**src/logic/srf_pkg.sv**
```systemverilog
package srf_pkg;
	// ---------------------------------------------------------------
	// register indices (byte address is four times the index)
	// ---------------------------------------------------------------
	localparam logic [7:0] IDX_CTRL = 8'h30;
	localparam logic [7:0] IDX_STAT = 8'h31;
	localparam logic [7:0] IDX_DELAY = 8'h32;
	localparam logic [7:0] IDX_IRQ_STAT = 8'h33;
	localparam logic [7:0] IDX_IRQ_MASK = 8'h34;
	localparam logic [7:0] IDX_LINK_CTRL = 8'h35;
	localparam logic [7:0] IDX_LINK_STAT = 8'h36;
	localparam int ADDR_W = 10;

	// ---------------------------------------------------------------
	// field positions
	// ---------------------------------------------------------------
	localparam int CTRL_RCVR_EN = 7;
	localparam int CTRL_PROC_EN = 6;
	localparam int CTRL_EDGE_CLR = 5;
	localparam int CTRL_FAULT_CLR = 4;
	localparam int STAT_EDGE = 7;
	localparam int STAT_FAULT = 6;
	localparam int DELAY_W = 4;
	localparam int IRQ_EDGE = 0;
	localparam int IRQ_FAULT = 1;
	localparam int IRQ_SYNC_REQ = 2;
	localparam int IRQ_LINK_UP = 3;
	localparam int IRQ_W = 4;
	localparam int LINK_EN = 0;
	localparam int LINK_DDC = 1;
	localparam int LSTAT_SYNC_N = 3;

	// ---------------------------------------------------------------
	// reset values
	// ---------------------------------------------------------------
	localparam logic [7:0] CTRL_RST = 8'h00;
	localparam logic [DELAY_W-1:0] DELAY_RST = 4'h0;
	localparam logic [IRQ_W-1:0] IRQ_RST = 4'h0;
	localparam logic [1:0] LINK_RST = 2'h0;

	// ---------------------------------------------------------------
	// link timing defaults
	// ---------------------------------------------------------------
	localparam int LMFC_CYCLES = 32;
	localparam int ILA_MULTIFRAMES = 4;

	typedef enum logic [2:0] {
		LS_IDLE = 3'b000,
		LS_CGS = 3'b001,
		LS_WAIT = 3'b010,
		LS_ILA = 3'b011,
		LS_DATA = 3'b100
	} srf_link_state_t;

	function automatic logic [ADDR_W-1:0] reg_addr(input logic [7:0] idx);
		reg_addr = {idx, 2'b00};
	endfunction
endpackage

```
**src/logic/srf_cap_if.sv**
```systemverilog
`timescale 1ns/10ps
interface srf_cap_if;
	logic rx_en;
	logic proc_en;
	logic [srf_pkg::DELAY_W-1:0] delay_sel;
	logic edge_p;
	logic fault_p;
	modport cap (input rx_en, input proc_en, input delay_sel, output edge_p, output fault_p);
	modport ctl (output rx_en, output proc_en, output delay_sel, input edge_p, input fault_p);
endinterface

```
**src/logic/srf_capture.sv**
```systemverilog
`timescale 1ns/10ps
module srf_capture (
	// clock and reset
	input wire logic ref_clk_i,
	input wire logic rst_i,
	// reference pins
	input wire logic ref_i,
	input wire logic ref_late_i,
	// control side
	srf_cap_if.cap cap
);
	// ---------------------------------------------------------------
	// programmable delay line
	// ---------------------------------------------------------------
	localparam int TAPS = 1 << srf_pkg::DELAY_W;
	logic [TAPS-1:0] main_line;
	logic [TAPS-1:0] late_line;
	logic tap_q;
	logic ref_gated;
	logic late_gated;
	logic tap;
	logic late_tap;
	logic rise;

	// receiver off means the pin is ignored entirely
	assign ref_gated = ref_i & cap.rx_en;
	assign late_gated = ref_late_i & cap.rx_en;
	// RULE_01: delay tap select
	assign tap = main_line[cap.delay_sel];
	assign late_tap = late_line[cap.delay_sel];
	assign rise = tap & ~tap_q;

	always_ff @(posedge ref_clk_i) begin
		if (rst_i) begin
			main_line <= '0;
			late_line <= '0;
			tap_q <= 1'b0;
			cap.edge_p <= 1'b0;
			cap.fault_p <= 1'b0;
		end else begin
			main_line <= {main_line[TAPS-2:0], ref_gated};
			late_line <= {late_line[TAPS-2:0], late_gated};
			tap_q <= tap;
			cap.edge_p <= rise;
			// RULE_03: margin fault when the late sample misses a captured edge
			cap.fault_p <= rise & (late_tap ^ tap);
		end
	end
endmodule // srf_capture

```
**src/logic/srf_sync_top.sv**
```systemverilog
`timescale 1ns/10ps
// Behaviour
// RULE_01: delay reference by 4-bit programmable tap
// RULE_02: sticky flag on each captured rising edge
// RULE_03: sticky flag on setup/hold margin fault
// RULE_04: control bit clears edge flag
// RULE_05: control bit clears fault flag
// RULE_06: control bit enables reference receiver
// RULE_07: control bit enables reference processing
// RULE_08: source synchronous, multiframe-multiple period
// RULE_09: software sweeps delay, picks centre
// RULE_10: ddc mode resets nco during ila
// RULE_11: receivers release sync in one lmfc
// RULE_12: larger multiframe eases simultaneous release
// RULE_13: captured edge realigns multiframe boundary
// RULE_14: receiver drives sync low to request
// RULE_15: k chars until boundary, then ila
// RULE_16: flags update only when both enabled
module srf_sync_top #(
	parameter int LMFC_CYCLES = srf_pkg::LMFC_CYCLES,
	parameter int ILA_MULTIFRAMES = srf_pkg::ILA_MULTIFRAMES
) (
	// clock and reset
	input wire logic ref_clk_i,
	input wire logic rst_i,
	// avalon-mm slave
	input wire logic [srf_pkg::ADDR_W-1:0] avs_address_i,
	input wire logic avs_read_i,
	input wire logic avs_write_i,
	input wire logic [31:0] avs_writedata_i,
	output logic [31:0] avs_readdata_o,
	output logic avs_waitrequest_o,
	// reference and link pins
	input wire logic ref_i,
	input wire logic ref_late_i,
	input wire logic sync_n_i,
	// link outputs
	output logic ref_receiver_enable_o,
	output logic lmfc_boundary_o,
	output logic [2:0] lane_state_o,
	output logic nco_reset_o,
	// interrupt
	output logic irq_o
);
	// ---------------------------------------------------------------
	// bus slave
	// ---------------------------------------------------------------
	localparam int LMFC_W = $clog2(LMFC_CYCLES);
	localparam logic [LMFC_W-1:0] LMFC_LAST = LMFC_W'(LMFC_CYCLES - 1);
	localparam int ILA_W = $clog2(ILA_MULTIFRAMES + 1);
	localparam logic [ILA_W-1:0] ILA_LAST = ILA_W'(ILA_MULTIFRAMES - 1);

	srf_cap_if cif ();

	logic ack;
	logic req;
	logic wr_go;
	logic rd_go;
	logic [7:0] ctrl;
	logic [srf_pkg::DELAY_W-1:0] delay_sel;
	logic edge_flag;
	logic fault_flag;
	logic [srf_pkg::IRQ_W-1:0] irq_stat;
	logic [srf_pkg::IRQ_W-1:0] irq_mask;
	logic [1:0] link_ctrl;
	logic [LMFC_W-1:0] lmfc_cnt;
	logic [ILA_W-1:0] ila_cnt;
	logic sync_n_q;
	localparam logic [LMFC_W-1:0] LMFC_ONE = LMFC_W'(1);
	localparam logic [ILA_W-1:0] ILA_ONE = ILA_W'(1);

	logic hit_ctrl;
	logic hit_stat;
	logic hit_delay;
	logic hit_irq_stat;
	logic hit_irq_mask;
	logic hit_link_ctrl;
	logic hit_link_stat;
	logic wr_ctrl;
	logic wr_delay;
	logic wr_irq_stat;
	logic wr_irq_mask;
	logic wr_link_ctrl;
	logic edge_clr_wr;
	logic fault_clr_wr;
	logic both_en;
	logic ev_edge;
	logic ev_fault;
	logic ev_sync_req;
	logic ev_link_up;
	logic link_en;
	logic ddc_en;
	logic lmfc_wrap;
	logic [7:0] next_ctrl;
	logic [1:0] next_link_ctrl;
	logic [srf_pkg::IRQ_W-1:0] irq_events;
	logic [srf_pkg::IRQ_W-1:0] irq_clear;
	logic [srf_pkg::IRQ_W-1:0] next_irq_stat;
	logic [LMFC_W-1:0] next_lmfc;
	logic [7:0] stat_byte;
	logic [7:0] link_stat_byte;
	logic [7:0] rd_byte;
	srf_pkg::srf_link_state_t link_state;
	srf_pkg::srf_link_state_t next_link_state;

	// ---------------------------------------------------------------
	// address decode
	// ---------------------------------------------------------------
	function automatic logic reg_hit(input logic [srf_pkg::ADDR_W-1:0] addr,
		input logic [7:0] idx);
		reg_hit = (addr == srf_pkg::reg_addr(idx));
	endfunction

	assign hit_ctrl = reg_hit(avs_address_i, srf_pkg::IDX_CTRL);
	assign hit_stat = reg_hit(avs_address_i, srf_pkg::IDX_STAT);
	assign hit_delay = reg_hit(avs_address_i, srf_pkg::IDX_DELAY);
	assign hit_irq_stat = reg_hit(avs_address_i, srf_pkg::IDX_IRQ_STAT);
	assign hit_irq_mask = reg_hit(avs_address_i, srf_pkg::IDX_IRQ_MASK);
	assign hit_link_ctrl = reg_hit(avs_address_i, srf_pkg::IDX_LINK_CTRL);
	assign hit_link_stat = reg_hit(avs_address_i, srf_pkg::IDX_LINK_STAT);

	// ---------------------------------------------------------------
	// bus handshake
	// ---------------------------------------------------------------
	// one wait state on every access: read data is registered in the
	// first cycle so it stands at the edge where waitrequest is low
	assign req = avs_read_i | avs_write_i;
	assign avs_waitrequest_o = req & ~ack;
	assign wr_go = avs_write_i & ack;
	assign rd_go = avs_read_i & ~ack;

	always_ff @(posedge ref_clk_i) begin
		if (rst_i) begin
			ack <= 1'b0;
		end else begin
			ack <= req & ~ack;
		end
	end

	assign wr_ctrl = wr_go & hit_ctrl;
	assign wr_delay = wr_go & hit_delay;
	assign wr_irq_stat = wr_go & hit_irq_stat;
	assign wr_irq_mask = wr_go & hit_irq_mask;
	assign wr_link_ctrl = wr_go & hit_link_ctrl;

	// ---------------------------------------------------------------
	// control registers
	// ---------------------------------------------------------------
	// clear bits are strobes only: they never stay set, so a later edge
	// is not swallowed by a stale clear
	// RULE_04: edge flag clear strobe
	assign edge_clr_wr = wr_ctrl & avs_writedata_i[srf_pkg::CTRL_EDGE_CLR];
	// RULE_05: fault flag clear strobe
	assign fault_clr_wr = wr_ctrl & avs_writedata_i[srf_pkg::CTRL_FAULT_CLR];

	always_comb begin
		next_ctrl = srf_pkg::CTRL_RST;
		next_ctrl[srf_pkg::CTRL_RCVR_EN] = avs_writedata_i[srf_pkg::CTRL_RCVR_EN];
		next_ctrl[srf_pkg::CTRL_PROC_EN] = avs_writedata_i[srf_pkg::CTRL_PROC_EN];
	end

	always_comb begin
		next_link_ctrl = srf_pkg::LINK_RST;
		next_link_ctrl[srf_pkg::LINK_EN] = avs_writedata_i[srf_pkg::LINK_EN];
		next_link_ctrl[srf_pkg::LINK_DDC] = avs_writedata_i[srf_pkg::LINK_DDC];
	end

	always_ff @(posedge ref_clk_i) begin
		if (rst_i) begin
			ctrl <= srf_pkg::CTRL_RST;
		end else if (wr_ctrl) begin
			ctrl <= next_ctrl;
		end
	end

	always_ff @(posedge ref_clk_i) begin
		if (rst_i) begin
			delay_sel <= srf_pkg::DELAY_RST;
		end else if (wr_delay) begin
			delay_sel <= avs_writedata_i[srf_pkg::DELAY_W-1:0];
		end
	end

	always_ff @(posedge ref_clk_i) begin
		if (rst_i) begin
			irq_mask <= srf_pkg::IRQ_RST;
		end else if (wr_irq_mask) begin
			irq_mask <= avs_writedata_i[srf_pkg::IRQ_W-1:0];
		end
	end

	always_ff @(posedge ref_clk_i) begin
		if (rst_i) begin
			link_ctrl <= srf_pkg::LINK_RST;
		end else if (wr_link_ctrl) begin
			link_ctrl <= next_link_ctrl;
		end
	end

	// ---------------------------------------------------------------
	// capture path
	// ---------------------------------------------------------------
	// RULE_06: receiver enable bit
	assign cif.rx_en = ctrl[srf_pkg::CTRL_RCVR_EN];
	assign ref_receiver_enable_o = ctrl[srf_pkg::CTRL_RCVR_EN];
	// RULE_07: processing enable bit
	assign cif.proc_en = ctrl[srf_pkg::CTRL_PROC_EN];
	assign cif.delay_sel = delay_sel;

	srf_capture u_srf_capture (
		.ref_clk_i(ref_clk_i),
		.rst_i(rst_i),
		.ref_i(ref_i),
		.ref_late_i(ref_late_i),
		.cap(cif.cap)
	);

	// RULE_16: events count only when both enabled
	assign both_en = cif.rx_en & cif.proc_en;
	assign ev_edge = cif.edge_p & both_en;
	assign ev_fault = cif.fault_p & both_en;

	// ---------------------------------------------------------------
	// sticky capture flags
	// ---------------------------------------------------------------
	// a new event wins over a clear in the same cycle
	// RULE_02: edge flag sticky set
	always_ff @(posedge ref_clk_i) begin
		if (rst_i) begin
			edge_flag <= 1'b0;
		end else if (ev_edge) begin
			edge_flag <= 1'b1;
		end else if (edge_clr_wr) begin
			edge_flag <= 1'b0;
		end
	end

	// RULE_03: fault flag sticky set
	always_ff @(posedge ref_clk_i) begin
		if (rst_i) begin
			fault_flag <= 1'b0;
		end else if (ev_fault) begin
			fault_flag <= 1'b1;
		end else if (fault_clr_wr) begin
			fault_flag <= 1'b0;
		end
	end

	// ---------------------------------------------------------------
	// interrupt
	// ---------------------------------------------------------------
	always_comb begin
		irq_events = srf_pkg::IRQ_RST;
		irq_events[srf_pkg::IRQ_EDGE] = ev_edge;
		irq_events[srf_pkg::IRQ_FAULT] = ev_fault;
		irq_events[srf_pkg::IRQ_SYNC_REQ] = ev_sync_req;
		irq_events[srf_pkg::IRQ_LINK_UP] = ev_link_up;
	end

	assign irq_clear = wr_irq_stat ? avs_writedata_i[srf_pkg::IRQ_W-1:0] : srf_pkg::IRQ_RST;
	assign next_irq_stat = (irq_stat & ~irq_clear) | irq_events;
	assign irq_o = |(irq_stat & irq_mask);

	always_ff @(posedge ref_clk_i) begin
		if (rst_i) begin
			irq_stat <= srf_pkg::IRQ_RST;
		end else begin
			irq_stat <= next_irq_stat;
		end
	end

	// ---------------------------------------------------------------
	// local multiframe clock
	// ---------------------------------------------------------------
	// the edge cycle counts as position zero, so a source already in
	// phase leaves the count untouched
	// RULE_13: edge realigns multiframe count
	assign lmfc_wrap = (lmfc_cnt == LMFC_LAST);
	assign next_lmfc = ev_edge ? LMFC_ONE : (lmfc_wrap ? '0 : lmfc_cnt + LMFC_ONE);

	always_ff @(posedge ref_clk_i) begin
		if (rst_i) begin
			lmfc_cnt <= '0;
			lmfc_boundary_o <= 1'b0;
		end else begin
			lmfc_cnt <= next_lmfc;
			lmfc_boundary_o <= lmfc_wrap;
		end
	end

	// ---------------------------------------------------------------
	// link startup
	// ---------------------------------------------------------------
	// idle level of the request pin is high, so the delayed copy resets
	// high and no false request follows reset
	always_ff @(posedge ref_clk_i) begin
		if (rst_i) begin
			sync_n_q <= 1'b1;
		end else begin
			sync_n_q <= sync_n_i;
		end
	end

	assign link_en = link_ctrl[srf_pkg::LINK_EN];
	assign ddc_en = link_ctrl[srf_pkg::LINK_DDC];
	assign ev_sync_req = link_en & sync_n_q & ~sync_n_i;

	// RULE_15: k chars until boundary, then alignment
	always_comb begin
		next_link_state = link_state;
		case (link_state)
			srf_pkg::LS_IDLE: begin
				if (!sync_n_i) begin
					next_link_state = srf_pkg::LS_CGS;
				end
			end
			srf_pkg::LS_CGS: begin
				if (sync_n_i) begin
					next_link_state = srf_pkg::LS_WAIT;
				end
			end
			srf_pkg::LS_WAIT: begin
				if (!sync_n_i) begin
					next_link_state = srf_pkg::LS_CGS;
				end else if (lmfc_wrap) begin
					next_link_state = srf_pkg::LS_ILA;
				end
			end
			srf_pkg::LS_ILA: begin
				if (!sync_n_i) begin
					next_link_state = srf_pkg::LS_CGS;
				end else if (lmfc_wrap && ila_cnt == ILA_LAST) begin
					next_link_state = srf_pkg::LS_DATA;
				end
			end
			srf_pkg::LS_DATA: begin
				if (!sync_n_i) begin
					next_link_state = srf_pkg::LS_CGS;
				end
			end
			default: begin
				next_link_state = srf_pkg::LS_IDLE;
			end
		endcase
		if (!link_en) begin
			next_link_state = srf_pkg::LS_IDLE;
		end
	end

	assign ev_link_up = (link_state == srf_pkg::LS_ILA) & (next_link_state == srf_pkg::LS_DATA);
	assign lane_state_o = link_state;

	always_ff @(posedge ref_clk_i) begin
		if (rst_i) begin
			link_state <= srf_pkg::LS_IDLE;
		end else begin
			link_state <= next_link_state;
		end
	end

	always_ff @(posedge ref_clk_i) begin
		if (rst_i) begin
			ila_cnt <= '0;
		end else if (link_state != srf_pkg::LS_ILA) begin
			ila_cnt <= '0;
		end else if (lmfc_wrap) begin
			ila_cnt <= ila_cnt + ILA_ONE;
		end
	end

	// RULE_10: nco reset during alignment
	always_ff @(posedge ref_clk_i) begin
		if (rst_i) begin
			nco_reset_o <= 1'b0;
		end else begin
			nco_reset_o <= (link_state == srf_pkg::LS_ILA) & ddc_en;
		end
	end

	// ---------------------------------------------------------------
	// read back
	// ---------------------------------------------------------------
	assign stat_byte = (8'(edge_flag) << srf_pkg::STAT_EDGE)
		| (8'(fault_flag) << srf_pkg::STAT_FAULT);
	assign link_stat_byte = (8'(sync_n_q) << srf_pkg::LSTAT_SYNC_N) | 8'(link_state);
	assign rd_byte = hit_ctrl ? ctrl
		: hit_stat ? stat_byte
		: hit_delay ? 8'(delay_sel)
		: hit_irq_stat ? 8'(irq_stat)
		: hit_irq_mask ? 8'(irq_mask)
		: hit_link_ctrl ? 8'(link_ctrl)
		: hit_link_stat ? link_stat_byte
		: 8'h00;

	always_ff @(posedge ref_clk_i) begin
		if (rst_i) begin
			avs_readdata_o <= 32'h00000000;
		end else if (rd_go) begin
			avs_readdata_o <= 32'(rd_byte);
		end
	end
endmodule // srf_sync_top

```
**config.mk**
```make
export PLATFORM = sky130hd
export DESIGN_NAME = srf_sync_top
export DESIGN_NICKNAME = d
export VERILOG_FILES = /design/src/logic/srf_pkg.sv /design/src/logic/srf_cap_if.sv /design/src/logic/srf_capture.sv /design/src/logic/srf_sync_top.sv
export SDC_FILE = /design/constraint.sdc
export NUM_CORES = 1
export LEC_CHECK = 0
export BUFFER_PORTS_ARGS = -buffer_cell sky130_fd_sc_hd__buf_4
export CELL_PAD_IN_SITES_DETAIL_PLACEMENT = 0
export CELL_PAD_IN_SITES_GLOBAL_PLACEMENT = 1
export CORE_MARGIN = 3
export CORE_UTILIZATION = 40
export CTS_CLUSTER_DIAMETER = 60
export DETAILED_ROUTE_END_ITERATION = 8
export PLACE_DENSITY = 0.78
export SLEW_MARGIN = 20
export SYNTH_ARGS = -nofsm -noshare
export SYNTH_HDL_FRONTEND = slang
export SYNTH_SLANG_ARGS = --single-unit
export TNS_END_PERCENT = 30
```
**constraint.sdc**
```tcl
create_clock -name ref_clk_i -period 2.9 [get_ports ref_clk_i]
set_input_delay 0.435 -clock ref_clk_i [delete_from_list [all_inputs] [get_ports ref_clk_i]]
set_output_delay 0.435 -clock ref_clk_i [all_outputs]
set_load 0.02 [all_outputs]
```
# ---- Word level (Yosys, flattened, before mapping)
# Index checks and enable logic that the tools add are counted.
dict set report totals {
  reg_bits 76
  in_bits 49
  out_inout_bits 40
  elab_cells 105
}
dict set report op_classes {
  add_sub_neg 2
  n_lt_le_gt_ge 1
  n_eq_ne 15
  n_mux 26
  bitwise 32
  n_reduce_logical 8
}
# cell count
set op_table {}
lappend op_table {{equality test 10 x 8 -> 1 bit (second input constant)} 7}
lappend op_table {{2-to-1 mux 4 bit} 6}
lappend op_table {{AND 1 bit} 21}
lappend op_table {{2-to-1 mux 3 bit} 7}
lappend op_table {{2-to-1 mux 8 bit} 2}
lappend op_table {{one-hot mux 3 bit (4 select lines)} 1}
lappend op_table {{equality test 3 x 2 -> 1 bit (second input constant)} 3}
lappend op_table {{AND 4 bit} 2}
lappend op_table {{binary-select mux 1 bit (select 4 bit)} 2}
lappend op_table {{2-to-1 mux 1 bit} 8}
lappend op_table {{bitwise OR 8 x 7 -> 8 bit} 1}
lappend op_table {{equality test 3 bit (second input constant)} 2}
lappend op_table {{adder 5 x 1 -> 5 bit (second input constant)} 1}
lappend op_table {{equality test 5 bit (second input constant)} 1}
lappend op_table {{< comparator 4 x 5 -> 1 bit (second input constant)} 1}
lappend op_table {{inverter 4 bit} 1}
lappend op_table {{bitwise OR 4 x 3 -> 4 bit} 1}
lappend op_table {{bitwise OR 4 bit} 1}
lappend op_table {{nonzero test 2 bit} 2}
lappend op_table {{OR reduction 2 bit} 2}
lappend op_table {{OR reduction 4 bit} 1}
lappend op_table {{adder 3 x 1 -> 3 bit (second input constant)} 1}
lappend op_table {{equality test 3 x 1 -> 1 bit (second input constant)} 1}
lappend op_table {{logical NOT 3 bit} 1}
lappend op_table {{6 further kinds} 8}

# ---- Depth between registers and ports, before layout
dict set report logic_depth {
  word_depth 9
  ltp_mapped 7
  ltp_nobuf 6
}

# ---- Hierarchy
# A second synthesis with hierarchy kept.
dict set report hier_totals {
  hier_cells 325
  area_unflattened_um2 3204.3
}
# mod instances cells_each area_per_inst_um2 seq_area_each_um2
set modules_own_cells {}
lappend modules_own_cells {srf_sync_top 1 223 1969.4 780.7}
lappend modules_own_cells {srf_capture 1 102 1234.9 700.7}

# ---- Worst setup path after synthesis
# No wires, ideal clock.
dict set report synth_timing {
  path_kind {reg2reg}
  from {register delay_sel, in the netlist cif.delay_sel[0]}
  to {register u_srf_capture.cap.fault_p}
  setup_time_ns 0.121
  arrival_time_ns 1.669
  required_ns 2.779
  slack_ns 1.110
  path_stages_with_launch 6
  path_buffers 1
  period_less_slack_ns 1.790
  cell_sequence {dfxtp_1 buf_6 mux4_2 mux4_2 nor3b_1 nor2b_4}
}
dict set report synth_via {
  elab_chain_len 4
  word_cells_on_any_way 7
  cone_classes {mux: 4; bitwise: 3}
}
# item line_no
set synth_lines {}
lappend synth_lines {{start, declared} srf_sync_top.sv:60} ;# logic [srf_pkg::DELAY_W-1:0] delay_sel;
lappend synth_lines {{start signal, assigned} srf_sync_top.sv:178} ;# delay_sel <= srf_pkg::DELAY_RST;
lappend synth_lines {{start signal, assigned} srf_sync_top.sv:180} ;# delay_sel <= avs_writedata_i[srf_pkg::DELAY_W-1:0];
lappend synth_lines {{binary-select mux 1 bit (select 4 bit) (on tied branches)} {srf_capture.sv:29, srf_capture.sv:30}}
lappend synth_lines {{2-to-1 mux 1 bit (on tied branches)} {srf_capture.sv:29, srf_capture.sv:30}}
lappend synth_lines {{AND 1 bit or bitwise XOR 1 bit (tied branches)} {srf_capture.sv:31, srf_capture.sv:46}}
lappend synth_lines {{AND 1 bit *} srf_capture.sv:46} ;# cap.fault_p <= rise & (late_tap ^ tap);
lappend synth_lines {{end signal, assigned} srf_capture.sv:46}
lappend synth_lines {{end, declared} srf_cap_if.sv:8} ;# modport cap (input rx_en, input proc_en, input delay_sel, output edge_p, output fault_p);
# Mark *: on every way between the ends. The rest lies on a longest branch, timed or not. The select of a mux whose other input is x is not followed.
# A chain may end at the register's enable or synchronous reset.

# ---- Final worst setup path
# Ends and elaborated chain as after synthesis.

==> results.yml <==
status:
  outcome: "finished, final reports clean"
clock_tree:
  cts_buffer_depth: 2
  clock_latency_ps: 340
  cts_tree: "yes"
  cts_setup_buffers: 0
  cts_htree_levels: 3
  root_buffer: "clkbuf_8"
  cts_made_buffers: 9
  clk_pin_slew_worst_paths_ps: 80
  holdBufCountCts: 0
  clock-sinks: 74
  cts_resized: 0
timing:
  rsz0062_at_grt: "no"
  max_freq_mhz: 510
  timing.final.crit_share: 0.676
  post-route-min-period_ps: 1960
  setup_slack_ps: 939
  setup_viol: 0
  final-max-slew-violation-count: 0
  worstMarginPinSlew_ps: 603
  fin_worst_skew_ps: 8.45
  hold_violations: 0
  worst_slew_margin_rel: 0.598
  fin_setup_tns_ps: 0
yosys:
  syn_avg_cell_area_um2: 10.2
  async_flop_share: 0
  syn_inst: 313
  yosys_warnings: 0
  syn_area_um2: 3200
  synth_edf_count: 0
  synth_flop_cell: "dfxtp_1"
  ys_seq_area_frac: 0.462
  synth_cell_types: 51
  ys_ff_latch: 74
setup_path:
  r2r-start: "cif.delay_sel[0]"
  r2r_setup_slack_ps: 940
  cp_data_arrival_time_ps: 2190
  worstSetupEndpointType: "flop"
  worstSetupPathType: "reg2reg"
  cp.required_ps: 3130
  crit_fanout: 5
  critPathLaunchType: "flop"
  reg2reg_depth: 4
  worstReg2RegEnd: "u_srf_capture.cap.fault_p"
  critPathLaunch: "cif.delay_sel[0]"
worst_hold_path:
  hold_start: "ref_late_i"
  min_path_cells: 2
  min_to: "u_srf_capture.late_line[0]"
  hold_class: "in2reg"
pwr:
  p_leak_uw: 0.00150
  ir_worst_vdd_mv: 0.291
  power.total_uw: 2130
  cellPowerDensity_nw_per_um2: 575
floorplanning:
  initial_core_util: 0.413
  pin_count: 89
  core_um2: 7770
  die_area_um2: 9120
  die_w_um: 95.5
  die_y_um: 95.5
  fp-row-count: 32
detailed_routing:
  ant_nets: 0
  drt_first_pass_iters: 6
  finalWirelength_um: 6500
  drc_errors: 0
  num_vias: 2291
  drt_iter0_drc: 107
  via_per_inst: 5.05
  post_drt_wl_per_cell_um: 14.3
layout:
  nets: 400
  diodes: 0
  drive_above_1_share: 0.190
  area_growth_pct: 15.5
placed_design:
  dp_slack_ps: 883
  gp_congestion: 0.807
  place_hpwl_um: 4610
  io_buffers: 38
grt:
  grt_pass1_wl_um: 10800
  grt_pass1_vias: 2217
  track_usage: 0.156
  grt_max_degree: 64
  grt-ovfl-total: 0
  antenna_found_initial: 0
flow_run:
  cap_violations: 0
[sequential cells by signal (all words and copies together), names as in the netlist]
name	cells
u_srf_capture.late_line	16
u_srf_capture.main_line	16
avs_readdata_o	6
lmfc_cnt	5
cif.delay_sel	4
irq_mask	4
irq_stat	4
ila_cnt	3
lane_state_o	3
ctrl	2
link_ctrl	2
ack	1
edge_flag	1
fault_flag	1
lmfc_boundary_o	1
nco_reset_o	1
sync_n_q	1
u_srf_capture.cap.edge_p	1
u_srf_capture.cap.fault_p	1
u_srf_capture.tap_q	1
[cell type report]
type                            count  area (um^2)
Inverter                            4         15.0
Multi-Input combinational cell    219         1540
Timing Repair Buffer               39          293
Tap cell                          102          128
Sequential cell                    74         1480
Fill cell                         747         4070
Clock buffer                        9          124
Clock inverter                      7          124
[placed cells by master, fill, tap and decap left out, types with 2 or more instances in the layout]
master	instances
and3_1	2
nand2_1	10
a22oi_1	2
clkbuf_8	9
nand4b_1	2
and4_1	3
conb_1	26
bufinv_16	3
mux2i_1	16
a22o_1	4
o2bb2ai_1	4
inv_1	3
nor2_1	26
nor3b_1	2
ha_1	4
nor3_1	5
a32o_1	4
inv_6	3
o21ai_0	8
a311oi_1	4
buf_4	39
and2_1	5
nand3_1	8
a21oi_1	5
mux4_2	8
dfxtp_1	74
nand3b_1	4
o21ai_1	4
nor2b_1	40
xnor2_1	2
nand4_1	3
[synthesized netlist by cell type, drive strengths merged (2+ instances only)]
library cell	instances	area share
a21oi	5	0.0078
a22o	4	0.011
a22oi	2	0.0047
a311oi	4	0.011
a32o	4	0.012
and2	5	0.0098
and3	2	0.0039
and4	3	0.0082
buf	30	0.069
clkbuf	11	0.013
dfxtp	74	0.46
ha	4	0.016
inv	4	0.0047
mux2i	16	0.050
mux4	9	0.064
nand2	10	0.012
nand3	8	0.012
nand3b	4	0.0094
nand4	3	0.0059
nand4b	2	0.0055
nor2	26	0.030
nor2b	41	0.082
nor3	6	0.013
nor3b	2	0.0047
o21ai	12	0.019
o2bb2ai	4	0.011
xnor2	2	0.0055
[stage by stage]
stage	hold slack (ps)	cell area [um^2]	util	std cells
6_report	284	3700	0.477	454
5_1_grt	268	3700	0.477	454
4_1_cts	266	3700	0.477	454
3_5_place_dp	404	3450	0.445	438
3_3_place_gp	397	3450	0.445	438
2_1_floorplan	384	3300	-	338
[worst max path at each step]
stage | slack [ps] | endpoint | cells after the start
detailed placement | 880 | avs_readdata_o[6] | 5
global route | 860 | u_srf_capture.cap.fault_p | 4
floorplan | 1110 | u_srf_capture.cap.fault_p | 5
finish | 940 | u_srf_capture.cap.fault_p | 4
CTS | 910 | u_srf_capture.cap.fault_p | 4
global placement | 890 | avs_readdata_o[7] | 5
[routing by layer]
metal  track usage  up-vias  wire length [um]
li1              -     1126                 -
met1         0.191     1069              2780
met2         0.258       82              3130
met3        0.0513       14               459
met4        0.0557        0               122
met5             0        -                 0
[cell families after synthesis]
family | Yosys count | share of synthesized area
XOR/XNOR | 3 | 0.00820
flip-flops | 74 | 0.462
AND/OR/NAND/NOR | 120 | 0.220
multiplexers | 25 | 0.114
adder cells (fa/ha/maj) | 4 | 0.0156
other | 1 | 0.00117
AO/OA/AOI/OAI | 41 | 0.0914
buffers and inverters | 45 | 0.0871
[report_power, final]
part | switching (uW) | internal, uW
registers | 5.31 | 1020
clock network | 394 | 580
logic | 84.1 | 44.2
total | 484 | 1650
[critical path: stages, from the launching register on]
cell	delay, ps
dfxtp_1	510
mux4_2	540
mux4_2	490
nor3b_1	160
nor2b_4	150
(Power assumes the default switching activity.)
